### src/ucr_regs.vh
// register offsets, field positions and timing counts for the serial port
`ifndef UCR_REGS_VH
`define UCR_REGS_VH
`define UCR_OFF_DATA 12'h000
`define UCR_OFF_FRAME_QUEUE_SETUP 12'h004
`define UCR_OFF_RATE_DIVIDER_REG 12'h008
`define UCR_OFF_CON 12'h00c
`define UCR_OFF_STATUS 12'h010
`define UCR_OFF_RAW 12'h014
`define UCR_OFF_MASK 12'h018
`define UCR_OFF_ISR 12'h01c
`define UCR_FRAME_QUEUE_SETUP_TWO_STOP_SELECT 0
`define UCR_FRAME_QUEUE_SETUP_PEN 1
`define UCR_FRAME_QUEUE_SETUP_EPS 2
`define UCR_FRAME_QUEUE_SETUP_CHAR_SIZE_LO 3
`define UCR_FRAME_QUEUE_SETUP_FEN 5
`define UCR_CON_EN 0
`define UCR_CON_IR_OFF 1
`define UCR_CON_IR_LOW_POWER 2
`define UCR_CON_MXP 3
`define UCR_CON_TXP 4
`define UCR_CON_RXP 5
`define UCR_FRAME_QUEUE_SETUP_RST 6'h00
`define UCR_CON_RST 6'h02
`define UCR_RATE_DIVIDER_REG_RST 16'h0000
`define UCR_IRQ_RI 0
`define UCR_IRQ_RTI 1
`define UCR_QDEPTH 16
`define UCR_HALF 5'd8
`define UCR_TIMEOUT_CYC 6'd32
`define UCR_REF_HZ 7372800
`define UCR_PCLK_HZ 100000000
`define UCR_REF_INC 32'd316659349
`endif

### src/ucr_top.v
// receive path and configuration registers of the serial port
//
// Functional notes
// [RULE_01] queue enable: 16 deep, else single
// [RULE_02] char size codes 5..8 bits, right-aligned
// [RULE_03] parity enable, even when set, odd otherwise
// [RULE_04] one divisor: ref / (16*(div+1))
// [RULE_05] infrared pulse lasts 3/16 bit
// [RULE_06] infrared low power control bit
// [RULE_07] one shared modem input polarity bit
// [RULE_08] transmit polarity inverts output line
// [RULE_09] receive polarity: low reads as one
// [RULE_10] infrared disable bit selects wired mode
// [RULE_11] unselected receive pin is ignored
// [RULE_12] falling edge starts; tick 8 confirms start
// [RULE_13] data sampled mid-bit, count by size
// [RULE_14] first stop checked; framing error stored
// [RULE_15] queue level flag at eight entries
// [RULE_16] single mode: level flag while entry held
// [RULE_17] raw flags, masked by enable bits
// [RULE_18] full queue: keep entries, flag overrun
// [RULE_19] idle timeout after 32 cycles, read clears
// [RULE_20] disable stops at frame boundary, gates baud
// [RULE_21] parity mismatch flag stored with character
// [RULE_22] long space stores one break character
// [RULE_23] frame: start, data lsb first, parity, stop
// [RULE_24] two stop select for transmitter
// [RULE_25] combined interrupt ORs masked flags
// [RULE_26] baud counter reloads, sixteen ticks per bit
// [RULE_27] queue full/empty status; data read pops
//
// The implementer's own choices: the APB slave port and the register offsets.
`timescale 1ns/100ps
`default_nettype none
`include "ucr_regs.vh"
module ucr_top (
    input wire pclk,
    input wire presetn,
    input wire psel,
    input wire penable,
    input wire pwrite,
    input wire [11:0] paddr,
    input wire [31:0] pwdata,
    output wire [31:0] prdata,
    output wire pready,
    output wire pslverr,
    input wire wired_rx_pin,
    input wire ir_rx_pin,
    output reg combined_irq,
    output reg ir_low_power,
    output reg modem_line_polarity,
    output reg transmit_polarity,
    output reg two_stop_select
);
    // reference tick: 7.3728 MHz from pclk by phase accumulator
    localparam [31:0] REF_INC = `UCR_REF_INC;
    localparam S_MARK = 6'b000001;
    localparam S_START = 6'b000010;
    localparam S_DATA = 6'b000100;
    localparam S_PAR = 6'b001000;
    localparam S_STOP = 6'b010000;
    localparam S_BRK = 6'b100000;

    function [3:0] nbits;
        input [1:0] code;
        begin
            nbits = {2'b00, code} + 4'h5;
        end
    endfunction

    reg [5:0] frame_queue_setup_q;
    reg [5:0] con_q;
    reg [15:0] rate_divider_reg_q;
    reg [1:0] mask_q;
    reg [31:0] prdata_q;
    reg pready_q;
    reg pslverr_q;
    assign prdata = prdata_q;
    assign pready = pready_q;
    assign pslverr = pslverr_q;

    wire acc = psel & penable & ~pready_q;
    wire wr = acc & pwrite;
    wire rd = acc & ~pwrite;
    wire data_rd = rd & (paddr == `UCR_OFF_DATA);
    wire q_en = frame_queue_setup_q[`UCR_FRAME_QUEUE_SETUP_FEN];
    wire port_en = con_q[`UCR_CON_EN];

    ////////////////////////////////////////////////////////////////////
    // pin synchronisers
    reg [1:0] wsync_q;
    reg [1:0] isync_q;
    always @(posedge pclk or negedge presetn) begin
        if (!presetn) begin
            wsync_q <= 2'b11;
            isync_q <= 2'b00;
        end else begin
            wsync_q <= {wsync_q[0], wired_rx_pin};
            isync_q <= {isync_q[0], ir_rx_pin};
        end
    end

    ////////////////////////////////////////////////////////////////////
    // baud tick generation
    reg [31:0] ph_q;
    reg ref_tick_q;
    reg [15:0] bcnt_q;
    reg tick_q;
    reg [5:0] st_q;
    always @(posedge pclk or negedge presetn) begin
        if (!presetn) begin
            ph_q <= 32'h00000000;
            ref_tick_q <= 1'b0;
            bcnt_q <= 16'h0000;
            tick_q <= 1'b0;
        end else begin
            {ref_tick_q, ph_q} <= {1'b0, ph_q} + {1'b0, REF_INC};
            tick_q <= 1'b0;
            // [RULE_20] gated when disabled, after the frame in flight
            if (ref_tick_q && (port_en || st_q != S_MARK)) begin
                // [RULE_26] reload divisor, one tick per expiry
                if (bcnt_q == 16'h0000) begin
                    bcnt_q <= rate_divider_reg_q;
                    // [RULE_04] sixteen ticks per bit at div+1
                    tick_q <= 1'b1;
                end else begin
                    bcnt_q <= bcnt_q - 16'h0001;
                end
            end
        end
    end

    reg [3:0] ir_hold_q;
    always @(posedge pclk or negedge presetn) begin
        if (!presetn)
            ir_hold_q <= 4'h0;
        else if (isync_q[1])
            ir_hold_q <= 4'hf;
        else if (tick_q && ir_hold_q != 4'h0)
            ir_hold_q <= ir_hold_q - 4'h1;
    end
    // [RULE_10] [RULE_11] one pin; ir pulse held so mid-bit sees it
    wire raw_line = con_q[`UCR_CON_IR_OFF] ? wsync_q[1] :
        ~(isync_q[1] | (|ir_hold_q));
    // [RULE_09] receive polarity
    wire rx_bit = raw_line ^ con_q[`UCR_CON_RXP];

    ////////////////////////////////////////////////////////////////////
    // receive shifter
    reg [3:0] sub_q;
    reg [3:0] bit_q;
    reg [7:0] sh_q;
    reg par_q;
    reg pe_q;
    reg [4:0] zc_q;
    reg prev_q;
    reg push_q;
    reg [10:0] push_w_q;
    wire [3:0] nb = nbits(frame_queue_setup_q[`UCR_FRAME_QUEUE_SETUP_CHAR_SIZE_LO +: 2]);
    wire mid = tick_q && (sub_q == 4'h7);
    always @(posedge pclk or negedge presetn) begin
        if (!presetn) begin
            st_q <= S_MARK;
            sub_q <= 4'h0;
            bit_q <= 4'h0;
            sh_q <= 8'h00;
            par_q <= 1'b0;
            pe_q <= 1'b0;
            zc_q <= 5'h00;
            prev_q <= 1'b1;
            push_q <= 1'b0;
            push_w_q <= 11'h000;
        end else begin
            push_q <= 1'b0;
            prev_q <= rx_bit;
            if (tick_q)
                sub_q <= sub_q + 4'h1;
            case (st_q)
                S_MARK: begin
                    // [RULE_12] falling edge while marking
                    if (port_en && prev_q && !rx_bit) begin
                        st_q <= S_START;
                        sub_q <= 4'h0;
                    end
                end
                S_START: begin
                    // [RULE_12] tick 8 confirms or rejects
                    if (mid) begin
                        if (rx_bit) begin
                            st_q <= S_MARK;
                        end else begin
                            st_q <= S_DATA;
                            bit_q <= 4'h0;
                            sh_q <= 8'h00;
                            par_q <= 1'b0;
                            zc_q <= 5'h01;
                            sub_q <= 4'h8;
                        end
                    end
                end
                S_DATA: begin
                    // [RULE_13] [RULE_23] mid-bit sample, lsb first
                    if (mid) begin
                        // [RULE_02] right-aligned by shift position
                        sh_q[bit_q[2:0]] <= rx_bit;
                        par_q <= par_q ^ rx_bit;
                        zc_q <= rx_bit ? 5'h00 : zc_q + {4'h0, |zc_q};
                        bit_q <= bit_q + 4'h1;
                        if (bit_q + 4'h1 == nb)
                            st_q <= frame_queue_setup_q[`UCR_FRAME_QUEUE_SETUP_PEN] ? S_PAR : S_STOP;
                    end
                end
                S_PAR: begin
                    if (mid) begin
                        // [RULE_03] [RULE_21] even select gives even
                        pe_q <= (par_q ^ rx_bit) ==
                            frame_queue_setup_q[`UCR_FRAME_QUEUE_SETUP_EPS];
                        zc_q <= rx_bit ? 5'h00 : zc_q + {4'h0, |zc_q};
                        st_q <= S_STOP;
                    end
                end
                S_STOP: begin
                    // [RULE_14] only the first stop is checked
                    if (mid) begin
                        push_q <= 1'b1;
                        // [RULE_22] all-space frame becomes a break
                        if (!rx_bit && zc_q != 5'h00) begin
                            push_w_q <= 11'h400;
                            st_q <= S_BRK;
                        end else begin
                            push_w_q <= {1'b0, !rx_bit,
                                frame_queue_setup_q[`UCR_FRAME_QUEUE_SETUP_PEN] & pe_q, sh_q};
                            st_q <= S_MARK;
                        end
                        pe_q <= 1'b0;
                    end
                end
                S_BRK: begin
                    // [RULE_22] wait for marking before new start
                    if (rx_bit)
                        st_q <= S_MARK;
                end
                default: st_q <= S_MARK;
            endcase
        end
    end

    ////////////////////////////////////////////////////////////////////
    // receive queue: word = be, fe, pe, data; oe is added on read
    reg [10:0] mem [0:15];
    reg [3:0] wp_q;
    reg [3:0] rp_q;
    reg [4:0] cnt_q;
    reg oe_q;
    reg [5:0] idle_q;
    reg rti_q;
    // [RULE_01] depth is 16 or one
    wire [4:0] cap = q_en ? 5'd16 : 5'd1;
    wire full = (cnt_q == cap);
    wire pop = data_rd && (cnt_q != 5'd0);
    // [RULE_18] no store into a full queue or pending overrun
    wire store = push_q && !full && !oe_q;
    always @(posedge pclk) begin
        if (store)
            mem[wp_q] <= push_w_q[10:0];
    end
    always @(posedge pclk or negedge presetn) begin
        if (!presetn) begin
            wp_q <= 4'h0;
            rp_q <= 4'h0;
            cnt_q <= 5'd0;
            oe_q <= 1'b0;
            idle_q <= 6'd0;
            rti_q <= 1'b0;
        end else begin
            if (store)
                wp_q <= wp_q + 4'h1;
            if (pop)
                rp_q <= rp_q + 4'h1;
            if (store && !pop)
                cnt_q <= cnt_q + 5'd1;
            else if (pop && !store)
                cnt_q <= cnt_q - 5'd1;
            // [RULE_18] overrun sets on full; set wins over read
            if (push_q && (full || oe_q))
                oe_q <= 1'b1;
            else if (pop && cnt_q == 5'd1)
                oe_q <= 1'b0;
            // [RULE_19] idle counter runs while data waits
            if (cnt_q == 5'd0 || push_q)
                idle_q <= 6'd0;
            else if (idle_q != `UCR_TIMEOUT_CYC)
                idle_q <= idle_q + 6'd1;
            if (cnt_q != 5'd0 && idle_q == `UCR_TIMEOUT_CYC - 6'd1)
                rti_q <= 1'b1;
            else if (data_rd)
                rti_q <= 1'b0;
        end
    end
    // overrun shows on the newest stored character when read last
    wire [10:0] head = mem[rp_q];
    wire last = (cnt_q == 5'd1);
    // [RULE_15] [RULE_16] level flag by mode
    wire ri = q_en ? (cnt_q >= `UCR_HALF) : (cnt_q != 5'd0);
    // [RULE_17] raw flags and masked view
    wire [1:0] raw = {rti_q, ri};
    wire [1:0] masked_irq_flags = raw & mask_q;

    ////////////////////////////////////////////////////////////////////
    // apb slave, one wait state
    always @(posedge pclk or negedge presetn) begin
        if (!presetn) begin
            frame_queue_setup_q <= `UCR_FRAME_QUEUE_SETUP_RST;
            con_q <= `UCR_CON_RST;
            rate_divider_reg_q <= `UCR_RATE_DIVIDER_REG_RST;
            mask_q <= 2'b00;
            prdata_q <= 32'h00000000;
            pready_q <= 1'b0;
            pslverr_q <= 1'b0;
            combined_irq <= 1'b0;
            ir_low_power <= 1'b0;
            modem_line_polarity <= 1'b0;
            transmit_polarity <= 1'b0;
            two_stop_select <= 1'b0;
        end else begin
            pready_q <= acc;
            pslverr_q <= 1'b0;
            // [RULE_25] or of masked flags
            combined_irq <= |masked_irq_flags;
            // [RULE_06] low power infrared
            ir_low_power <= con_q[`UCR_CON_IR_LOW_POWER];
            // [RULE_07] one polarity for all modem inputs
            modem_line_polarity <= con_q[`UCR_CON_MXP];
            // [RULE_08] [RULE_05] feed the transmit encoder
            transmit_polarity <= con_q[`UCR_CON_TXP];
            // [RULE_24] stop count for transmitter
            two_stop_select <= frame_queue_setup_q[`UCR_FRAME_QUEUE_SETUP_TWO_STOP_SELECT];
            if (wr) begin
                case (paddr)
                    `UCR_OFF_FRAME_QUEUE_SETUP: frame_queue_setup_q <= pwdata[5:0];
                    `UCR_OFF_RATE_DIVIDER_REG: rate_divider_reg_q <= pwdata[15:0];
                    `UCR_OFF_CON: con_q <= pwdata[5:0];
                    `UCR_OFF_MASK: mask_q <= pwdata[1:0];
                    `UCR_OFF_DATA: ;
                    default: pslverr_q <= 1'b1;
                endcase
            end
            if (rd) begin
                case (paddr)
                    // [RULE_27] [RULE_20] data readable when disabled
                    `UCR_OFF_DATA: prdata_q <= (cnt_q == 5'd0) ?
                        32'h00000000 :
                        {20'h00000, oe_q & last, head[10:0]};
                    `UCR_OFF_FRAME_QUEUE_SETUP: prdata_q <= {26'h0, frame_queue_setup_q};
                    `UCR_OFF_RATE_DIVIDER_REG: prdata_q <= {16'h0, rate_divider_reg_q};
                    `UCR_OFF_CON: prdata_q <= {26'h0, con_q};
                    // [RULE_27] full and empty status
                    `UCR_OFF_STATUS: prdata_q <= {30'h0, full,
                        cnt_q == 5'd0};
                    `UCR_OFF_RAW: prdata_q <= {30'h0, raw};
                    `UCR_OFF_MASK: prdata_q <= {30'h0, mask_q};
                    `UCR_OFF_ISR: prdata_q <= {30'h0, masked_irq_flags};
                    default: begin
                        prdata_q <= 32'h00000000;
                        pslverr_q <= 1'b1;
                    end
                endcase
            end
        end
    end
endmodule
`default_nettype wire

### config.mk
export PLATFORM = sky130hd
export DESIGN_NAME = ucr_top
export DESIGN_NICKNAME = d
export VERILOG_FILES = /design/src/ucr_top.v
export VERILOG_INCLUDE_DIRS = /design/src /design/src/src
export SDC_FILE = /design/constraint.sdc
export NUM_CORES = 1
export LEC_CHECK = 0
export ABC_AREA = 1
export BUFFER_PORTS_ARGS = -buffer_cell sky130_fd_sc_hd__buf_2
export CAP_MARGIN = 20
export CORE_AREA = 3 3 179 181
export CTS_CLUSTER_SIZE = 25
export DETAILED_ROUTE_END_ITERATION = 12
export DIE_AREA = 0 0 182 184
export GPL_TIMING_DRIVEN = 1
export PLACE_DENSITY = 0.82
export SLEW_MARGIN = 20
export SYNTH_ARGS = -nofsm -noshare
export SYNTH_HDL_FRONTEND = slang
export SYNTH_SLANG_ARGS = --single-unit
### constraint.sdc
create_clock -name pclk -period 2.5 [get_ports pclk]
set_input_delay 0.75 -clock pclk [delete_from_list [all_inputs] [get_ports pclk]]
set_output_delay 0.75 -clock pclk [all_outputs]
set_load 0.03 [all_outputs]
After elaboration in Yosys (flattened, before gate mapping)

Memory sizes are Yosys's and may differ from the RTL's.
Cells that the tools add are included.

Add/sub/neg operators: 12
$mul: 0
Div/mod/pow operators: 0
Order comparisons: 3
Eq/ne operators: 30
Shift operators: 0
Mux-type cells: 66
Bitwise operators: 14
Reductions and logical operators: 52

Operator list:

| operator                                                                | number |
|---|---|
| 16-bit one-hot mux with 8 select lines                                  | 1 |
| 6-bit two-way mux                                                       | 10 |
| 12-bit by 5-bit equality test with 1-bit output (second input constant) | 4 |
| 5-bit two-way mux                                                       | 8 |
| 4-bit two-way mux                                                       | 9 |
| 6-bit one-hot mux with 6 select lines                                   | 1 |
| 32-bit by 29-bit adder with 33-bit output (second input constant)       | 1 |
| 12-bit by 4-bit equality test with 1-bit output (second input constant) | 2 |
| 8-bit two-way mux                                                       | 3 |
| 1-bit two-way mux                                                       | 22 |
| 4-bit by 1-bit adder with 4-bit output (second input constant)          | 4 |
| 16-bit zero test                                                        | 1 |
| 16-bit two-way mux                                                      | 1 |
| 2-bit inequality test (second input constant)                           | 8 |
| 4-bit one-hot mux with 2 select lines                                   | 2 |
| 8-bit one-hot mux with 2 select lines                                   | 1 |
| 2-bit nonzero test                                                      | 8 |
| 16-bit by 1-bit subtractor with 16-bit output (second input constant)   | 1 |
| 1-bit logical AND                                                       | 15 |
| 12-bit by 3-bit equality test with 1-bit output (second input constant) | 1 |
| 6-bit by 5-bit equality test with 1-bit output (second input constant)  | 2 |
| 12-bit zero test                                                        | 1 |
| 12-bit two-way mux                                                      | 1 |
| 11-bit two-way mux                                                      | 1 |
| other kinds (45)                                                        | 69 |

Flip-flop bits (word level): 190
Latch bits: 0
RAM bits: 176
Bits in read-only memories: 0
Input bits: 51
Output and inout bits: 39
Word-level logic and storage cells: 213
Memories kept: 1

Memories:

| name | words | bits a word | rd ports | clocked after memory_dff | wr ports | line          | text |
|---|---|---|---|---|---|---|---|
| mem  | 16    | 11          | 1        | 0                        | 1        | ucr_top.v:250 | `reg [10:0] mem [0:15];` |

Logic depth before layout (Yosys ltp)

Word-level depth: 10
Depth in mapped cells: 13
Depth with buffers taken out: 12

Least setup slack after synthesis

Ideal clock, no wire load.

Path kind: input -> register
From: in paddr[9]
To: reg cnt_q[4]
Library setup time: 0.118 ns
Data arrival time: 2.223 ns
Required time: 2.382 ns
Path slack: 0.159 ns
Stages on the path: 13
Buffers on the path: 1
Path through: nor2_1 -> nand3_1 -> nor2_4 -> nand2_2 -> nor2_4 -> nand2_4 -> ha_1 -> clkbuf_1 -> nor2_1 -> nor2_1 -> o211ai_1 -> xor2_1 -> inv_1

Word-level cells in the longest chain between the ends: 6
Elaborated cells on any way between the ends: 8
Classes of those cells: mux (1); bitwise (1); reduce/logical (6)

Ends and longest elaborated chain:

| item                                                           | line          | text |
|---|---|---|
| start: declaration                                             | ucr_top.v:42  | `input wire [11:0] paddr,` |
| 12-bit zero test (*)                                           | n/a           |  |
| 1-bit bitwise AND (*)                                          | ucr_top.v:85  | `` wire data_rd = rd & (paddr == `UCR_OFF_DATA); `` |
| 1-bit logical AND (*)                                          | ucr_top.v:260 | `wire pop = data_rd && (cnt_q != 5'd0);` |
| 1-bit zero test                                                | ucr_top.v:280 | `if (store && !pop)` |
| 1-bit logical AND                                              | ucr_top.v:280 |  |
| 5-bit two-way mux / 2-bit nonzero test (equally long branches) | n/a           |  |
| end signal: assignment                                         | ucr_top.v:281 | `cnt_q <= cnt_q + 5'd1;` |
| end signal: assignment                                         | ucr_top.v:283 | `cnt_q <= cnt_q - 5'd1;` |
| end: declaration                                               | ucr_top.v:253 | `reg [4:0] cnt_q;` |

Mark *: on every way between the ends. The rest lies on a longest branch, timed or not.
A chain may end at the register's enable or synchronous reset.

Final worst setup path

From: reg cnt_q[0]
To: reg cnt_q[2]

Word-level cells in the longest chain between the ends: 7
Elaborated cells on any way between the ends: 15
Classes of those cells: add/sub (2); eq/ne (1); mux (2); reduce/logical (10)

Ends and longest elaborated chain:

| item                                | line          | text |
|---|---|---|
| 5-bit equality test (*)             | ucr_top.v:259 | `wire full = (cnt_q == cap);` |
| 1-bit zero test (*)                 | ucr_top.v:262 | `wire store = push_q && !full && !oe_q;` |
| 1-bit logical AND (*) (2 in a row)  | ucr_top.v:262 |  |
| named net store                     | ucr_top.v:262 |  |
| 1-bit zero test                     | ucr_top.v:282 | `else if (pop && !store)` |
| 1-bit logical AND                   | ucr_top.v:282 |  |
| 2-bit nonzero test (no source line) | n/a           |  |

Mark *: on every way through the listed nets, which the timed path passes. The rest lies on a longest branch. The select of a mux whose other input is x is not followed.

==> flow_summary.ini <==
[place]
port_buffers = 57
dp.final_hpwl_um = 25600
place_congestion = 0.907
placement.cell_area_um2 = 17500
preCtsSetupSlack_ps = -31.2

[layout]
design_area_um2 = 18700
post-route-util_pct = 61.2
flow.area_growth_from_synthesis_pct = 12.0
design.final.nets = 1957
antenna_cells_inserted = 0
drive_gt1_share_pct = 11.6
num-fill-cells = 2369

[drt]
detail_route.wl_per_cell_um = 16.7
postRouteWirelength_um = 38600
detail_route.drc_violations = 0
drt_pass1_iterations = 5
via_per_inst = 5.58
count_of_vias_placed_by_the_detailed_router = 12900
drtIter0Drc = 1114
ant_nets = 0

[worst_setup_path]
timing.setup.critical_path_class = reg -> reg
timing.critical_path.mode_cell = nor2_1
crit_end_element = flip-flop
worst-path-max-fanout = 9
worst_path_cell_with_the_longest_stage_delay = dfrtp_1
buffers_inverters_on_critical_path = 2
crit_chain = inv_1 -> a21oi_1 -> nor2_1 -> nand2_1 -> nand2_1 -> nor2_4 -> ha_1 -> nor2_1 -> nor2_1 -> o21ai_0 -> xor2_1 -> inv_1
critical_path.top_delay_family = simple AND/OR/NAND/NOR gates
cp.arrival_ps = 2730
max_stage_delay_ps = 470
timing.critical_path.from_type = flip-flop
worst_ep_required_time_ps = 2930

[yosys]
synth_edf_count = 176
postSynth.asyncResetShare_pct = 49.7
yosys_most_used_dff = edfxtp_1
ys_ff_latch = 350
unique_cell_type_count_in_the_yosys_netlist = 56
post_synth.cell_area_avg_um2 = 9.28
syn-instance-count = 1802
warnings_from_yosys = 0
mapped_area_um2 = 16700
sequential_fraction_of_the_synthesis_area_pct = 57.7

[clock_tree]
cts_tree = yes
root_buffer = clkbuf_16
cts_setup_buffers = 0
clock_sinks = 350
cts_inserted_buffers = 37
clk_latency_ps = 540
postCtsHoldBufs = 0
cts-root-to-sink-buffers = 3
post_cts.resized_instances = 0
cts-htree-levels = 2
clkTransAtPathRegs_ps = 60

[pwr]
netSwitchingPower_mw = 2.41
cell_internal_pwr_mw = 9.24
power.share.switching_pct = 20.7
power.clock.fraction_pct = 46.7
total_leakage_power_nw = 8.03
share_seq_of_total_power_pct = 51.7
power-per-cell-area_nw_per_um2 = 622
comb_power_share_pct = 1.6
power_mw = 11.6
ir_worst_vdd_v = 0.000485

[die]
die_y_um = 184
boundary_pins = 90
fp-row-count = 64
initial_utilization_pct = 54.7
fp.coreArea_um2 = 30600
die_area_um2 = 33500
chipWidth_um = 182

[global_route]
grt.overflow.total = 0
grt_pass1_wl_um = 62500
groute.usage.overall_pct = 23.0
grt_antenna_before_repair = 0
grt_max_degree = 106
number_of_global_route_vias_before_repair = 12700

[sta]
maxSlewHeadroom_pct = 48.8
timing_hold_violations_final = 0
final.setup.worst_slack_ps = 196
max_clock_freq_ghz = 0.434
final_min_period_over_clock_period_pct = 92.2
period_needed_ps = 2300
rsz0062_at_grt = no
skew_ps = 27.4
tightestPinTransition_ps = 768
report.final.slew_viol_count = 0
timing.final.setup_violations = 0

[flow_run]
cap_violations = 0

[run_status]
outcome = completed

[min_path]
hold_class = in -> async
final timing paths:
kind / depth (start not counted) / to / from / slack, ps
max: 12 / cnt_q[2] / cnt_q[0] / 200
max in group asynchronous: 2 / st_q[0] / presetn / 1700
min: 1 / prdata[12] / presetn / 120
min in group pclk: 1 / wsync_q[0] / wired_rx_pin / 330
max reg2reg: 12 / cnt_q[2] / cnt_q[0] / 200
min reg2reg: 0 / isync_q[1] / isync_q[0] / 350
metrics by stage:
step | instances | TNS, ps | hold WS (ps)
6_report | 2309 | 0 | 117
5_1_grt | 2309 | 0 | 149
4_1_cts | 2309 | 0 | 128
3_5_place_dp | 2241 | -57.5 | 343
3_3_place_gp | 2241 | 0 | 334
2_1_floorplan | 1817 | 0 | 331
layer usage:
layer | GRT usage, % | part of all wire (%) | routed length (um) | vias to the layer above
met5 | 0 | 0 | 0 | -
met2 | 39.3 | 48 | 18700 | 492
li1 | - | - | - | 6144
met4 | 9.69 | 4.0 | 1540 | 0
met3 | 3.42 | 7.0 | 2710 | 118
met1 | 29.5 | 41 | 15600 | 6119
Yosys cell counts, drive strengths merged, types with 2 or more instances:
library cell / number / area [um^2]
nor4: 2 / 18.8
dfrtp: 169 / 4230
ha: 22 / 275
xor2: 33 / 289
o22ai: 9 / 56.3
or2: 2 / 12.5
a22o: 8 / 70.1
xnor2: 7 / 61.3
o211a: 2 / 20.0
o21ai: 179 / 926
a21oi: 33 / 176
o21bai: 2 / 18.8
a31oi: 2 / 12.5
nor2: 256 / 1040
o211ai: 30 / 260
nand4: 17 / 128
nand2: 400 / 1530
mux2: 5 / 56.3
and3: 4 / 25.0
buf: 56 / 362
nor3: 9 / 45.0
dfstp: 5 / 131
inv: 176 / 663
nand3: 174 / 898
clkbuf: 13 / 48.8
nand3b: 2 / 15.0
edfxtp: 176 / 5290
area by class of cell:
type | count | area, um^2 | share of cell area, %
timing repair buffer | 97 | 642 | 3.43
tap | 396 | 495 | 2.65
multi-input combinational | 1221 | 6050 | 32.3
inverter | 177 | 667 | 3.56
clock buffer | 51 | 1050 | 5.61
sequential | 350 | 9650 | 51.5
clock inverter | 17 | 168 | 0.895
power groups by stage:
stage / Combinational [mW] / Clock [mW] / Sequential [mW]
floorplan: 0.0849 / 0 / 6.14
global placement: 0.183 / 0 / 6.14
detailed placement: 0.186 / 0 / 6.14
CTS: 0.187 / 5.51 / 6.02
global route: 0.203 / 5.77 / 6.02
finish: 0.183 / 5.44 / 6.02
placed cells by master (no fill, tap or decap), types with 15 or more instances in the layout:
| cell | netlist | final |
|---|---|---|
| ha_1 | 22 | 22 |
| a21oi_1 | 32 | 32 |
| conb_1 | 1 | 16 |
| nand2_1 | 392 | 392 |
| inv_1 | 163 | 163 |
| o21ai_0 | 131 | 131 |
| buf_2 | 25 | 56 |
| edfxtp_1 | 176 | 176 |
| xor2_1 | 33 | 33 |
| o211ai_1 | 23 | 23 |
| buf_4 | 26 | 36 |
| nand4_1 | 15 | 15 |
| nand3_1 | 170 | 170 |
| o21ai_1 | 44 | 44 |
| nor2_1 | 239 | 239 |
| clkbuf_16 | 0 | 38 |
| dfrtp_1 | 169 | 168 |
sequential cells by signal, indices dropped and copies added (netlist names), 5 cells and up:
signal / count
ph_q: 32
rate_divider_reg_q: 16
bcnt_q: 16
con_q: 6
prdata: 16
mem: 176
cnt_q: 5
st_q: 6
zc_q: 5
push_w_q: 11
frame_queue_setup_q: 6
idle_q: 6
sh_q: 8
logic make-up (layout without fill, tap and decap cells):
group	after synthesis	after routing	share of synthesized area, %
xor+xnor	40	40	2.10
mux	6	6	0.397
other cells	1	16	0.0224
compound gates	269	269	9.43
simple gates	868	868	22.3
buf+inv	246	342	6.44
fa+ha+maj	22	22	1.65
flops	350	350	57.7
(Power assumes the default switching activity.)
